### src/common/ctr_regs.vh
/*
 * Register offsets, field positions, reset values and prescaler taps for the
 * capture timer run/mode control block.
 * Assumes a 32-bit AXI4-Lite slave with word-aligned registers.
 */
`ifndef CTR_REGS_VH
`define CTR_REGS_VH

// ----------------------------------------
// Register byte offsets
// ----------------------------------------
`define CTR_OFS_ENABLE   8'h00
`define CTR_OFS_RUN      8'h04
`define CTR_OFS_CTRL     8'h08
`define CTR_OFS_MODE     8'h0c
`define CTR_OFS_CAP_A    8'h10
`define CTR_OFS_CAP_B    8'h14
`define CTR_OFS_CMP_B    8'h18
`define CTR_OFS_COUNT    8'h1c
`define CTR_OFS_STATUS   8'h20

// ----------------------------------------
// Field positions
// ----------------------------------------
`define CTR_EN_BIT       7
`define CTR_RUN_CNT_BIT  0
`define CTR_RUN_PRE_BIT  2
`define CTR_CR_DBUF_BIT  7
`define CTR_CR_SYNC_BIT  5
`define CTR_CR_IDLE_BIT  3
`define CTR_MOD_SWCP_BIT 5
`define CTR_MOD_CLE_BIT  2

// ----------------------------------------
// Encodings and reset values
// ----------------------------------------
`define CTR_CPM_OFF      2'h0
`define CTR_CPM_PINS     2'h1
`define CTR_CPM_PINA     2'h2
`define CTR_CPM_PAIR     2'h3
`define CTR_CLK_PIN      2'h0
`define CTR_CLK_DIV1     2'h1
`define CTR_CLK_DIV4     2'h2
`define CTR_CLK_DIV16    2'h3
`define CTR_CR_RESET     8'h00
`define CTR_MOD_RESET    7'h00
`define CTR_CMP_RESET    16'h0000

// ----------------------------------------
// Prescaler tap positions
// ----------------------------------------
`define CTR_PRE_W        4
`define CTR_TAP4_BIT     1
`define CTR_TAP16_BIT    3

`endif

### src/logic/ctr_timer.v
/*
 * One 16-bit capture timer channel: run control, mode control,
 * prescaler, counter, capture and match-clear, with an AXI4-Lite slave.
 * Assumes capture pins and the paired match output are asynchronous,
 * and that idle_mode and sync_start come from logic on clk.
 */
// Register access over AXI4-Lite and the register offsets are this design's own decisions.
// Notes on behaviour
// RL1: Prescaler run bit counts, else stops, clears
// RL2: Counter run bit counts, else stops, clears
// RL3: Double buffer bit selects buffered compare write
// RL4: Sync bit waits for master start
// RL5: Idle bit keeps counting during idle
// RL6: Software changes control only while stopped; control writes are also taken while running
// RL7: Writing zero soft capture loads capture A
// RL8: Capture timing 00 disables hardware capture
// RL9: Mode 01: pin A rise, pin B rise
// RL10: Mode 10: pin A rise and fall
// RL11: Mode 11: paired match output edges capture
// RL12: Match clear zeroes counter on compare B
// RL13: Source select: pin, div1, div4, div16
// RL14: Counter, one compare (B), two captures present
// RL15: Disabled channel freezes registers, blocks access
// RL16: Reserved bits read zero, ignore writes
// RL17: Pin edges synchronised into one-cycle pulses
`timescale 1ns/10ps
`default_nettype none
`include "ctr_regs.vh"

module ctr_timer (
    input wire clk,
    input wire rst_n,
    input wire clk_en,
    input wire idle_mode,
    input wire sync_start,
    input wire capture_pin_a,
    input wire capture_pin_b,
    input wire paired_match_output,
    input wire [7:0] s_axi_awaddr,
    input wire s_axi_awvalid,
    output reg s_axi_awready,
    input wire [31:0] s_axi_wdata,
    input wire [3:0] s_axi_wstrb,
    input wire s_axi_wvalid,
    output reg s_axi_wready,
    output reg [1:0] s_axi_bresp,
    output reg s_axi_bvalid,
    input wire s_axi_bready,
    input wire [7:0] s_axi_araddr,
    input wire s_axi_arvalid,
    output reg s_axi_arready,
    output reg [31:0] s_axi_rdata,
    output reg [1:0] s_axi_rresp,
    output reg s_axi_rvalid,
    input wire s_axi_rready,
    output reg match_b_reg
);

// ----------------------------------------
// Declarations
// ----------------------------------------
reg enable_reg;                // Channel enable
reg prescaler_run_reg;         // Prescaler run
reg counter_run_reg;           // Counter run
reg double_buffer_enable_reg;  // Compare double buffer
reg ctrl6_reg;                 // Keep-zero read-write bit
reg sync_start_select_reg;     // Start with master
reg idle_operate_reg;          // Run during idle
reg [1:0] ctrl_lo_reg;         // Keep-zero read-write bits
reg mode6_reg;                 // Keep-zero read-write bit
reg [1:0] capture_timing_reg;  // Hardware capture mode
reg match_clear_enable_reg;    // Clear on compare B match
reg [1:0] source_clock_select_reg; // Count source
reg [15:0] compare_reg_b_reg;  // Active compare value
reg [15:0] compare_buf_reg;    // Buffered compare value
reg [15:0] capture_reg_a_reg;  // Capture register A
reg [15:0] capture_reg_b_reg;  // Capture register B
reg [15:0] count_reg;          // Up-counter
reg [`CTR_PRE_W-1:0] pre_reg;  // Prescaler
reg [`CTR_PRE_W-1:0] pre_prev_reg; // Last prescaler, for tap edges
reg [2:0] sync1_reg;           // First synchroniser stage
reg [2:0] sync2_reg;           // Second synchroniser stage
reg [2:0] sync3_reg;           // Delayed copy for edge detect
reg [7:0] wr_addr_reg;         // Latched write address
reg wr_addr_ok_reg;            // Write address held
reg [31:0] wr_data_reg;        // Latched write data
reg [3:0] wr_strb_reg;         // Latched strobes
reg wr_data_ok_reg;            // Write data held
reg soft_cap_reg;              // Soft capture request
wire [2:0] rise;               // Rising edge pulses
wire [2:0] fall;               // Falling edge pulses
wire gate;                     // Channel clocked at all
wire running;                  // Counter may advance
wire tick;                     // Count source pulse
wire cap_a;                    // Load capture A
wire cap_b;                    // Load capture B
wire do_write;                 // Write performed this cycle
wire at_match;                 // Counter equals compare B

// ----------------------------------------
// Input synchronisers and edge pulses
// ----------------------------------------
// Two-flop sync, third flop for edges; edges only from stage two on
always @(posedge clk)
begin
    if (!rst_n)
    begin
        sync1_reg <= 3'h0;
        sync2_reg <= 3'h0;
        sync3_reg <= 3'h0;
    end
    else if (clk_en)
    begin
        sync1_reg <= {paired_match_output, capture_pin_b, capture_pin_a};
        sync2_reg <= sync1_reg;
        sync3_reg <= sync2_reg; // RL17
    end
end

genvar gi;
generate
    for (gi = 0; gi < 3; gi = gi + 1)
    begin : g_edge
        assign rise[gi] = sync2_reg[gi] & ~sync3_reg[gi]; // RL17
        assign fall[gi] = ~sync2_reg[gi] & sync3_reg[gi];
    end
endgenerate

// ----------------------------------------
// Run qualification
// ----------------------------------------
// Enable gates counting state and register access; idle and sync start further qualify
assign gate = enable_reg; // RL15
assign running = counter_run_reg & (~idle_mode | idle_operate_reg) // RL5
    & (~sync_start_select_reg | sync_start); // RL4

// Source pulse: pin rise, prescaler run bit (div1), or prescaler tap rising edge
assign tick = (source_clock_select_reg == `CTR_CLK_PIN) ? rise[0] : // RL13
    (source_clock_select_reg == `CTR_CLK_DIV1) ? prescaler_run_reg :
    (source_clock_select_reg == `CTR_CLK_DIV4) ?
        (pre_reg[`CTR_TAP4_BIT] & ~pre_prev_reg[`CTR_TAP4_BIT]) :
        (pre_reg[`CTR_TAP16_BIT] & ~pre_prev_reg[`CTR_TAP16_BIT]);

assign at_match = (count_reg == compare_reg_b_reg);

// Capture sources by timing mode; 00 gives soft capture only
assign cap_a = soft_cap_reg | // RL7
    (((capture_timing_reg == `CTR_CPM_PINS) | (capture_timing_reg == `CTR_CPM_PINA))
        & rise[0]) | // RL9 RL10
    ((capture_timing_reg == `CTR_CPM_PAIR) & rise[2]); // RL11 RL8
assign cap_b = ((capture_timing_reg == `CTR_CPM_PINS) & rise[1]) | // RL9
    ((capture_timing_reg == `CTR_CPM_PINA) & fall[0]) | // RL10
    ((capture_timing_reg == `CTR_CPM_PAIR) & fall[2]); // RL11

// ----------------------------------------
// Prescaler, counter, captures
// ----------------------------------------
// Counting state; frozen while disabled or clock enable low
always @(posedge clk)
begin
    if (!rst_n)
    begin
        pre_reg <= {`CTR_PRE_W{1'b0}};
        pre_prev_reg <= {`CTR_PRE_W{1'b0}};
        count_reg <= 16'h0000;
        capture_reg_a_reg <= 16'h0000;
        capture_reg_b_reg <= 16'h0000;
        match_b_reg <= 1'b0;
    end
    else if (clk_en && gate)
    begin
        // Prescaler runs or stops and clears
        if (prescaler_run_reg)
            pre_reg <= pre_reg + {{(`CTR_PRE_W-1){1'b0}}, 1'b1}; // RL1
        else
            pre_reg <= {`CTR_PRE_W{1'b0}}; // RL1
        pre_prev_reg <= pre_reg;
        // Counter runs, clears on match, or stops and clears
        if (!counter_run_reg)
            count_reg <= 16'h0000; // RL2
        else if (running && tick)
        begin
            if (match_clear_enable_reg && at_match)
                count_reg <= 16'h0000; // RL12
            else
                count_reg <= count_reg + 16'h0001; // RL2 RL14
        end
        match_b_reg <= counter_run_reg & at_match;
        if (cap_a)
            capture_reg_a_reg <= count_reg; // RL7 RL14
        if (cap_b)
            capture_reg_b_reg <= count_reg; // RL14
    end
end

// ----------------------------------------
// AXI4-Lite write path
// ----------------------------------------
assign do_write = wr_addr_ok_reg & wr_data_ok_reg & ~s_axi_bvalid;

// Take address and data in either order, answer after both
always @(posedge clk)
begin
    if (!rst_n)
    begin
        s_axi_awready <= 1'b0;
        s_axi_wready <= 1'b0;
        s_axi_bvalid <= 1'b0;
        s_axi_bresp <= 2'h0;
        wr_addr_reg <= 8'h00;
        wr_addr_ok_reg <= 1'b0;
        wr_data_reg <= 32'h00000000;
        wr_strb_reg <= 4'h0;
        wr_data_ok_reg <= 1'b0;
        enable_reg <= 1'b0;
        prescaler_run_reg <= 1'b0;
        counter_run_reg <= 1'b0;
        double_buffer_enable_reg <= 1'b0;
        ctrl6_reg <= 1'b0;
        sync_start_select_reg <= 1'b0;
        idle_operate_reg <= 1'b0;
        ctrl_lo_reg <= 2'h0;
        mode6_reg <= 1'b0;
        capture_timing_reg <= 2'h0;
        match_clear_enable_reg <= 1'b0;
        source_clock_select_reg <= 2'h0;
        compare_reg_b_reg <= `CTR_CMP_RESET;
        compare_buf_reg <= `CTR_CMP_RESET;
        soft_cap_reg <= 1'b0;
    end
    else if (clk_en)
    begin
        s_axi_awready <= ~wr_addr_ok_reg & ~s_axi_awready & s_axi_awvalid;
        s_axi_wready <= ~wr_data_ok_reg & ~s_axi_wready & s_axi_wvalid;
        soft_cap_reg <= 1'b0;
        if (s_axi_awvalid && s_axi_awready)
        begin
            wr_addr_reg <= s_axi_awaddr;
            wr_addr_ok_reg <= 1'b1;
        end
        if (s_axi_wvalid && s_axi_wready)
        begin
            wr_data_reg <= s_axi_wdata;
            wr_strb_reg <= s_axi_wstrb;
            wr_data_ok_reg <= 1'b1;
        end
        if (s_axi_bvalid && s_axi_bready)
            s_axi_bvalid <= 1'b0;
        // Double buffer: load active compare at match when enabled
        if (gate && double_buffer_enable_reg && at_match)
            compare_reg_b_reg <= compare_buf_reg; // RL3
        if (do_write)
        begin
            wr_addr_ok_reg <= 1'b0;
            wr_data_ok_reg <= 1'b0;
            s_axi_bvalid <= 1'b1;
            s_axi_bresp <= 2'h0;
            if (wr_addr_reg == `CTR_OFS_ENABLE)
            begin
                if (wr_strb_reg[0])
                    enable_reg <= wr_data_reg[`CTR_EN_BIT];
            end
            else if (!gate)
                s_axi_bresp <= 2'h2; // RL15
            else if (wr_strb_reg[0])
            begin
                // Only documented bits stored; reserved read-zero ignored
                case (wr_addr_reg)
                    `CTR_OFS_RUN:
                    begin
                        prescaler_run_reg <= wr_data_reg[`CTR_RUN_PRE_BIT]; // RL1
                        counter_run_reg <= wr_data_reg[`CTR_RUN_CNT_BIT]; // RL2
                    end
                    `CTR_OFS_CTRL:
                    begin
                        double_buffer_enable_reg <= wr_data_reg[`CTR_CR_DBUF_BIT]; // RL3
                        ctrl6_reg <= wr_data_reg[6];
                        sync_start_select_reg <= wr_data_reg[`CTR_CR_SYNC_BIT]; // RL4
                        idle_operate_reg <= wr_data_reg[`CTR_CR_IDLE_BIT]; // RL5
                        ctrl_lo_reg <= wr_data_reg[1:0]; // RL16
                    end
                    `CTR_OFS_MODE:
                    begin
                        mode6_reg <= wr_data_reg[6]; // RL16
                        soft_cap_reg <= ~wr_data_reg[`CTR_MOD_SWCP_BIT]; // RL7
                        capture_timing_reg <= wr_data_reg[4:3]; // RL8
                        match_clear_enable_reg <= wr_data_reg[`CTR_MOD_CLE_BIT]; // RL12
                        source_clock_select_reg <= wr_data_reg[1:0]; // RL13
                    end
                    `CTR_OFS_CMP_B:
                    begin
                        compare_buf_reg <= {wr_strb_reg[1] ? wr_data_reg[15:8] :
                            compare_buf_reg[15:8], wr_data_reg[7:0]};
                        if (!double_buffer_enable_reg)
                            compare_reg_b_reg <= {wr_strb_reg[1] ? wr_data_reg[15:8] :
                                compare_reg_b_reg[15:8], wr_data_reg[7:0]}; // RL3
                    end
                    default:
                        s_axi_bresp <= 2'h0;
                endcase
            end
        end
    end
end

// ----------------------------------------
// AXI4-Lite read path
// ----------------------------------------
// One read at a time; data answered the cycle after address taken
always @(posedge clk)
begin
    if (!rst_n)
    begin
        s_axi_arready <= 1'b0;
        s_axi_rvalid <= 1'b0;
        s_axi_rdata <= 32'h00000000;
        s_axi_rresp <= 2'h0;
    end
    else if (clk_en)
    begin
        s_axi_arready <= ~s_axi_arready & ~s_axi_rvalid & s_axi_arvalid;
        if (s_axi_rvalid && s_axi_rready)
            s_axi_rvalid <= 1'b0;
        if (s_axi_arvalid && s_axi_arready)
        begin
            s_axi_rvalid <= 1'b1;
            s_axi_rresp <= 2'h0;
            s_axi_rdata <= 32'h00000000; // RL16
            if (s_axi_araddr == `CTR_OFS_ENABLE)
                s_axi_rdata[`CTR_EN_BIT] <= enable_reg;
            else if (!gate)
                s_axi_rresp <= 2'h2; // RL15
            else
            begin
                case (s_axi_araddr)
                    `CTR_OFS_RUN:
                        s_axi_rdata[2:0] <= {prescaler_run_reg, 1'b0, counter_run_reg};
                    `CTR_OFS_CTRL:
                        s_axi_rdata[7:0] <= {double_buffer_enable_reg, ctrl6_reg,
                            sync_start_select_reg, 1'b0, idle_operate_reg, 1'b0,
                            ctrl_lo_reg};
                    `CTR_OFS_MODE:
                        s_axi_rdata[6:0] <= {mode6_reg, 1'b1, capture_timing_reg,
                            match_clear_enable_reg, source_clock_select_reg}; // RL7
                    `CTR_OFS_CAP_A:
                        s_axi_rdata[15:0] <= capture_reg_a_reg;
                    `CTR_OFS_CAP_B:
                        s_axi_rdata[15:0] <= capture_reg_b_reg;
                    `CTR_OFS_CMP_B:
                        s_axi_rdata[15:0] <= compare_reg_b_reg;
                    `CTR_OFS_COUNT:
                        s_axi_rdata[15:0] <= count_reg;
                    `CTR_OFS_STATUS:
                        s_axi_rdata[1:0] <= {match_b_reg, running};
                    default:
                        s_axi_rresp <= 2'h0;
                endcase
            end
        end
    end
end

endmodule // ctr_timer
`default_nettype wire

### config.mk
export PLATFORM = sky130hd
export DESIGN_NAME = ctr_timer
export DESIGN_NICKNAME = d
export VERILOG_FILES = /design/src/logic/ctr_timer.v
export VERILOG_INCLUDE_DIRS = /design/src /design/src/common
export SDC_FILE = /design/constraint.sdc
export NUM_CORES = 1
export LEC_CHECK = 0
export BUFFER_PORTS_ARGS = -buffer_cell sky130_fd_sc_hd__buf_2
export CAP_MARGIN = 20
export CORE_MARGIN = 4
export CORE_UTILIZATION = 54
export CTS_BUF_LIST = sky130_fd_sc_hd__clkbuf_8
export DETAILED_ROUTE_END_ITERATION = 8
export PLACE_DENSITY = 0.9
export SKIP_CTS_REPAIR_TIMING = 1
export SLEW_MARGIN = 30
export SYNTH_ARGS = -nofsm -noshare
export SYNTH_HDL_FRONTEND = slang
export SYNTH_SLANG_ARGS = --single-unit
### constraint.sdc
create_clock -name clk -period 1.9 [get_ports clk]
set_input_delay 0.19 -clock clk [delete_from_list [all_inputs] [get_ports clk]]
set_output_delay 0.19 -clock clk [all_outputs]
set_load 0.05 [all_outputs]
==> results of run 1 <==
[logic make-up (layout without fill, tap and decap cells)]
family | after synthesis | in the layout | synth area share, %
compound gates | 183 | 184 | 16.4
buf+inv | 94 | 244 | 5.92
simple gates | 310 | 311 | 19.7
flops | 163 | 163 | 42.5
fa+ha+maj | 5 | 5 | 0.815
mux | 84 | 84 | 11.9
other cells | 1 | 18 | 0.0489
xor+xnor | 24 | 24 | 2.74
[synthesized netlist by cell type, drive strengths merged (7+ instances only)]
library cell	number
dfxtp	163
nand2	104
nor2	97
mux2i	74
a21oi	50
clkbuf	47
buf	29
o21ai	27
nand3	25
inv	18
a211oi	16
xor2	16
a22oi	15
a221oi	14
nor3	12
or4	10
a2bb2oi	9
and2	9
nor4	9
o211ai	9
o21a	8
xnor2	8
o31ai	7
[power by group through the flow]
stage	Combinational [uW]	Sequential, uW	Clock [uW]
global placement	381	3530	0
global route	480	3460	2770
detailed placement	387	3530	0
floorplan	264	3550	0
CTS	387	3450	2620
finish	451	3450	2610
[layer usage]
metal  global-route usage [%]  wire length [um]  vias up
met4                     12.2               873        0
met1                     32.5              8700     3463
met2                     41.9             11200      423
met5                        0                 0        -
li1                         -                 -     3371
met3                     5.73              2130       93
[tightest hold or removal path, stage by stage]
cell     delay (ps)
buf_2           100
nand2_1          60
a21oi_1          60
[path summary, 6_finish.rpt]
kind                                              end  slack [ps]  cells past startpoint
worst max-delay path            compare_reg_b_reg[14]        -200                      5
worst min-delay path                  wr_data_reg[15]           4                      3
worst max register to register  compare_reg_b_reg[14]        -200                      5
worst min register to register         s_axi_rdata[7]         450                      2
[cell type report]
cell class | count | area, um^2
clock buffers | 23 | 317
clock inverters | 9 | 101
fillers | 981 | 4250
inverters | 18 | 70.1
multi-input cells | 626 | 4250
flip-flops and latches | 163 | 3280
well taps | 180 | 225
repair buffers | 194 | 1390
[stage by stage]
stage	hold WS (ps)	setup TNS, ps	instances	utilization, %	instance area [um^2]
after floorplan	318	-398	881	-	7820
after global placement	422	-779	1149	63.0	8740
after detailed placement	436	-2000	1149	63.0	8740
after CTS	-59.4	-2940	1181	66.0	9160
after global routing	1.64	-6750	1213	69.4	9630
final	4.50	-2700	1213	69.4	9630
==> results.ini, run 1 <==
[outcome]
status=complete, but fails checks
violations=setup timing

[pwr]
powerDensity_nw_per_um2=677
p_sw_share_pct=24.0
finalPower_uw=6520
p_seq_share_pct=53.0
power.internal_uw=4950
leakagePower_uw=0.00402
p_comb_share_pct=6.9
switching_power_uw=1560
irDropWorstVdd_v=0.000488
clockPowerShare_pct=40.1

[min_path]
min-delay-start=s_axi_wdata[15]
hp-class=primary input to flop

[setup_path]
path_buf_inv=0
worstSetupStartpointType=flop
end_kind=flop
cp_cell_sequence=or4_4 > nor4_2 > o211ai_1 > o2111ai_1 > o221ai_1
cp_max_fo=5
arrival_ps=2420
cp_slowest_stage_delay_ps=580
critical-path-top-delay-family=simple AND/OR/NAND/NOR gates
crit_start=wr_addr_reg[7]
crit_path_top_delay_cell=or4_4
worstPathRequired_ps=2220
rr_startpoint=wr_addr_reg[7]
crit_type=flop to flop

[yosys]
yosysWarnings=0
ys_top_cells_by_area=dfxtp_1 (43%), mux2i_1 (9.7%), nand2_1 (5.1%)
async_flop_share_pct=0
synth_seq_area_share_pct=42.5
syn_inst=864
yosys.area.top_type_share_pct=42.5
synth-main-ff-cell=dfxtp_1
yosysTopAreaCell=dfxtp_1
synth-edff-count=0
avgSynthCellArea_um2=8.88
synth_cell_types=69
synth_seq_cells=163
synth_area_um2=7670

[sta]
hold_viol_final=0
clock_skew_ps=14.7
relSlewSlack_pct=38.2
setup_viol=36
fin_ws_ps=-197
final_max_slew_viol_count=0
post-route-period-util_pct=110
clock.fmax_ghz=0.477
worst_pin_slew_ps=924
layout_min_cycle_time_ps=2100
rsz0062_at_grt=true

[global_route]
grt_pass1_wl_um=33300
grt-ovfl-total=0
grt_pass1_vias=6708
grt_max_degree=65
track_usage_pct=25.7
antenna_found_initial=0

[layout]
layout_common_cells=dfxtp_1 (153), nand2_1 (104), nor2_1 (97)
drive_gt1_share_pct=25.7
final_common_cell=dfxtp_1
synthToLayoutAreaGrowth_pct=25.5
nets=1090
antenna_cells=0

[run]
maxCapViolations=0

[drt]
drt-initial-drc-count=763
firstDrtPassIters=6
wl_per_cell_um=18.9
wirelength_um=22900
num_vias=7350
drtAntennaViolNets=0
avgViaCountPerCell=6.06
drc=0

[clock_tree]
htree_levels=4
clock-root-buffer=clkbuf_8
cts_tree=done
clk_pin_slew_worst_paths_ps=80
clockBufferDepth=2
numCtsBuffers=17
cts.sinks=163
insertion_delay_ps=460

[floorplanning]
row_count=43
pin_count=107
die_w_um=127
die_h_um=127
core_area_um2=13900
start_util_pct=55.3
die_area_um2=16200

[place]
place_ws_ps=-139
gp_congestion=0.904
io_buffers=70
dp_hpwl_um=15100

No activity file was read; power rests on OpenSTA's default activity.
==> run 2: changes to the inputs <==
--- a/config.mk
+++ b/config.mk
@@ -6,15 +6,16 @@
 export SDC_FILE = /design/constraint.sdc
 export NUM_CORES = 1
 export LEC_CHECK = 0
+export ABC_AREA = 1
 export BUFFER_PORTS_ARGS = -buffer_cell sky130_fd_sc_hd__buf_2
 export CAP_MARGIN = 20
 export CORE_MARGIN = 4
 export CORE_UTILIZATION = 54
 export CTS_BUF_LIST = sky130_fd_sc_hd__clkbuf_8
+export CTS_CLUSTER_SIZE = 16
 export DETAILED_ROUTE_END_ITERATION = 8
 export PLACE_DENSITY = 0.9
 export SKIP_CTS_REPAIR_TIMING = 1
-export SLEW_MARGIN = 30
 export SYNTH_ARGS = -nofsm -noshare
 export SYNTH_HDL_FRONTEND = slang
 export SYNTH_SLANG_ARGS = --single-unit
==> run 2 against run 1 <==
Net effect: the flow finishes with violations (hold timing); clock skew is 1.8 ps lower; synthesized cell count grew 28%; design area is 9.7% lower; count of clock-buffer cells in the layout down 5; die area fell by 0.93%; worst setup slack better by 250 ps; hold slack worse by 23 ps; total power fell by 4.4%; fmax increased by 13%; clock power fell by 9.6%; critical path depth grew 2; critical path type unchanged; largest power group unchanged.
==> results.ini, run 2 <==
[floorplanning]
core_area_um2=13800
start_util_pct=54.9
die_w_um=127
die_area_um2=16000
die_h_um=127
row_count=43
pin_count=107

[layout]
antenna_cells=0
synthToLayoutAreaGrowth_pct=14.5
layoutNonFillerInstCount=1391
seqCellArea_um2=3270
multi_input_area_um2=3570
drive_gt1_share_pct=14.1
final_common_cell=nand2_1
nets=1270
final_core_util_pct=62.9
layout_common_cells=nand2_1 (218), dfxtp_1 (158), o21ai_0 (136)
fillCellCount=1209
fin_area_um2=8700

[yosys]
yosysMostFrequentCell=nand2_1
synth_common_cells=nand2_1 (219), dfxtp_1 (163), o21ai_0 (137)
synth-edff-count=0
synth_seq_cells=163
synth_cell_types=33
async_flop_share_pct=0
avgSynthCellArea_um2=6.88
yosysTopAreaCell=dfxtp_1
yosys.area.top_type_share_pct=43.0
ys_top_cells_by_area=dfxtp_1 (43%), nand2_1 (11%), o21ai_0 (9.0%)
syn_inst=1104
synth_area_um2=7600
yosysWarnings=0
synth-main-ff-cell=dfxtp_1
synth_seq_area_share_pct=43.0

[pwr]
irDropWorstVdd_v=0.000548
leakagePower_uw=0.00360
powerDensity_nw_per_um2=716

[clock_tree]
clk_pin_slew_worst_paths_ps=80
cts.sinks=163
cts_tree=done
numCtsBuffers=17
insertion_delay_ps=470
clockBufferDepth=2
htree_levels=4
clock-root-buffer=clkbuf_8

[sta]
post-route-period-util_pct=97.3
layout_min_cycle_time_ps=1850
final_max_slew_viol_count=0
fin_ws_ps=51.4
clock.fmax_ghz=0.541
rsz0062_at_grt=true
worst_pin_slew_ps=510
fin_tns_setup_ps=0
relSlewSlack_pct=65.9
clock_skew_ps=12.9
hold-worst-slack_ps=-18.5
hold_viol_final=2
setup_viol=0

[setup_path]
critical-path-top-delay-family=simple AND/OR/NAND/NOR gates
worstPathRequired_ps=2290
cp_slowest_stage_delay_ps=310
arrival_ps=2240
cp_max_fo=10
end_kind=flop
crit_type=flop to flop
cp_cell_sequence=nor3_1 > inv_1 > nor3_1 > nand3_1 > inv_2 > o21ai_0 > a21oi_1
worstSetupStartpointType=flop
crit_path_top_delay_cell=dfxtp_1
path_buf_inv=2
cp_common_cell=nor3_1

[place]
gp_congestion=0.925
dp_hpwl_um=14300
post_dp_cell_area_um2=8290
place_ws_ps=117
dp_cells=1357
io_buffers=70

[global_route]
grt_max_degree=58
grt-ovfl-total=0
track_usage_pct=24.5
antenna_found_initial=0
grt_pass1_vias=6858
grt_pass1_wl_um=32300

[drt]
firstDrtPassIters=7
wirelength_um=19700
num_vias=7514
wl_per_cell_um=14.1
avgViaCountPerCell=5.40
drtAntennaViolNets=0
drc=0
drt-initial-drc-count=743

[run]
maxCapViolations=0

[min_path]
hp-class=primary input to flop

[outcome]
violations=hold timing
status=complete, but fails checks

==> run 2: worst reg2reg max path: stages (launching register included) <==
cell	delay (ps)
dfxtp_1	310
nor3_1	270
inv_1	100
nor3_1	300
nand3_1	300
inv_2	250
o21ai_0	100
a21oi_1	140
==> run 2: kinds of logic (layout without fill, tap and decap cells) <==
kind of cell	Yosys count	in the layout	share of synthesized area [%]
other cells	1	18	0.0494
simple gates	424	424	23.7
fa+ha+maj	5	5	0.824
flops	163	163	43.0
compound gates	299	299	20.4
buf+inv	203	293	11.1
xor+xnor	9	9	1.04
==> run 2: layout make-up <==
type | instances | share of cell area, %
sequential | 163 | 37.6
clock inverter | 12 | 1.22
inverter | 144 | 6.21
tap | 180 | 2.59
clock buffer | 18 | 2.85
multi-input combinational | 755 | 41.0
timing repair buffer | 119 | 8.52
==> run 2: layer usage <==
metal | wire length [um] | global-route usage [%] | share of wire (%)
met1 | 8580 | 32.9 | 44
met2 | 8940 | 38.9 | 45
met3 | 1780 | 6.15 | 9.0
met4 | 366 | 7.57 | 1.9
met5 | 0 | 0 | 0
==> run 2: report_power, final <==
part / switching [uW] / internal, uW / leakage [uW] / total, uW
clock network: 1210 / 1150 / 0.000205 / 2360
registers: 27.6 / 3450 / 0.00132 / 3480
logic: 286 / 112 / 0.00207 / 398
total: 1520 / 4710 / 0.00360 / 6230
==> run 2: path summary, 6_finish.rpt <==
path / startpoint / endpoint / slack (ps) / cells past startpoint
worst max-delay path: wr_addr_reg[5] / compare_buf_reg[3] / 50 / 7
worst max register to register: wr_addr_reg[5] / compare_buf_reg[3] / 50 / 7
worst min-delay path: s_axi_rready / s_axi_rvalid / -20 / 4
worst min register to register: wr_addr_reg[6] / wr_addr_reg[6] / 440 / 2
==> run 2: stage by stage <==
stage / hold WS [ps] / power, uW
after floorplan: 325 / 3850
after global placement: 411 / 3930
after detailed placement: 419 / 3940
after CTS: -69.6 / 6240
after global routing: 4.91 / 6460
final: -18.5 / 6230
==> run 3: changes to the inputs <==
--- a/config.mk
+++ b/config.mk
@@ -6,15 +6,15 @@
 export SDC_FILE = /design/constraint.sdc
 export NUM_CORES = 1
 export LEC_CHECK = 0
-export ABC_AREA = 1
+export ABC_AREA = 0
 export BUFFER_PORTS_ARGS = -buffer_cell sky130_fd_sc_hd__buf_2
 export CAP_MARGIN = 20
 export CORE_MARGIN = 4
-export CORE_UTILIZATION = 54
+export CORE_UTILIZATION = 45
 export CTS_BUF_LIST = sky130_fd_sc_hd__clkbuf_8
 export CTS_CLUSTER_SIZE = 16
 export DETAILED_ROUTE_END_ITERATION = 8
-export PLACE_DENSITY = 0.9
+export PLACE_DENSITY = 0.79
 export SKIP_CTS_REPAIR_TIMING = 1
 export SYNTH_ARGS = -nofsm -noshare
 export SYNTH_HDL_FRONTEND = slang
==> run 3 against run 2 <==
Net effect: flip-flop and latch count did not move; largest power group unchanged; hold slack improved by 8.6 ps; critical path depth is 1 lower; the run ends with hold timing, setup timing left; sequential share of layout area decreased by 4.0 points; highest routed layer unchanged; cell count is 9.7% lower; combinational power increased by 14%; global-route usage down 2.8 points.
==> results.ini, run 3 (synthesized netlist as in run 1, its figures left out) <==
[outcome]
status=complete, but fails checks
violations=hold timing, setup timing

[pwr]
p_comb_share_pct=6.9
switching_power_uw=1560
p_seq_share_pct=52.1
clockPowerShare_pct=41.1
powerDensity_nw_per_um2=680
leakagePower_uw=0.00407
irDropWorstVdd_v=0.000496
finalPower_uw=6630
p_sw_share_pct=23.5
power.internal_uw=5070

[floorplanning]
start_util_pct=46.1
core_area_um2=16600
pin_count=107
die_h_um=139
row_count=47
die_w_um=139
die_area_um2=19200

[setup_path]
cp_max_fo=7
r2r_slack_ps=-90
crit_type=flop to flop
arrival_ps=2380
end_kind=flop
worstPathRequired_ps=2290
worstSetupStartpointType=flop

[sta]
final_max_slew_viol_count=0
layout_min_cycle_time_ps=1990
fin_ws_ps=-89.8
setup_viol=21
clock_skew_ps=12.8
relSlewSlack_pct=32.9
hold_viol_final=1
hold-worst-slack_ps=-9.86
clock.fmax_ghz=0.503
rsz0062_at_grt=true
worst_pin_slew_ps=1000
post-route-period-util_pct=105

[clock_tree]
htree_levels=4
insertion_delay_ps=470
cts.sinks=163
numCtsBuffers=17
clk_pin_slew_worst_paths_ps=80
clock-root-buffer=clkbuf_8
cts_tree=done
clockBufferDepth=2

[global_route]
grt_pass1_vias=6811
grt_max_degree=72
track_usage_pct=21.6
antenna_found_initial=0
grt_pass1_wl_um=34000
grt-ovfl-total=0

[layout]
layoutNonFillerInstCount=1256
antenna_cells=0
synthToLayoutAreaGrowth_pct=27.1
final_common_cell=dfxtp_1
layout_common_cells=dfxtp_1 (153), nand2_1 (103), nor2_1 (97)
final_core_util_pct=58.6
nets=1093
drive_gt1_share_pct=26.1

[drt]
wl_per_cell_um=17.4
wirelength_um=21900
firstDrtPassIters=5
drc=0
num_vias=7170
drtAntennaViolNets=0
avgViaCountPerCell=5.71
drt-initial-drc-count=615

[place]
gp_congestion=0.902
dp_hpwl_um=15300
io_buffers=70
place_ws_ps=-146
dp_cells=1190

[run]
maxCapViolations=0

[min_path]
hp-class=primary input to flop

[run 3: worst paths after layout]
| kind | depth (start not counted) | start | end |
|---|---|---|---|
| setup reg to reg | 6 | wr_addr_reg[7] | compare_reg_b_reg[13] |
| hold reg to reg | 2 | s_axi_rdata[11] | s_axi_rdata[11] |
| setup / recovery | 6 | wr_addr_reg[7] | compare_reg_b_reg[13] |
| hold / removal | 3 | capture_pin_a | sync1_reg[0] |
[run 3: final cells by class]
cell class | count | area [um^2]
fill | 1412 | 6890
clock buffer | 19 | 262
sequential | 163 | 3280
multi-input combinational | 625 | 4250
timing repair buffer | 198 | 1460
inverter | 18 | 70.1
tap | 220 | 275
clock inverter | 13 | 166
[run 3: routing by layer]
metal | GRT usage (%) | vias to the layer above | share of wire [%]
li1 | - | 3393 | -
met1 | 28.0 | 3407 | 42
met3 | 4.72 | 49 | 6.4
met4 | 8.68 | 0 | 2.9
met5 | 0 | - | 0
met2 | 35.3 | 321 | 49
[run 3: power by group through the flow]
stage	combinational [uW]	clock (uW)	sequential (uW)
after floorplan	264	0	3550
after global placement	395	0	3530
after detailed placement	399	0	3530
after CTS	401	2750	3450
after global routing	487	2920	3460
final	455	2720	3450
[run 3: worst max-delay path: stages, from the launching register on]
cell and delay [ps]:
dfxtp_2 320, or4_4 580, nor4_4 220, buf_4 180, nand4_1 120, o32a_4 270, a211oi_2 220
[run 3: stage by stage]
stage / TNS [ps] / area, um^2
finish: -982 / 9750
global route: -3680 / 9750
CTS: -2520 / 9270
detailed placement: -1740 / 8840
global placement: -702 / 8840
floorplan: -398 / 7820
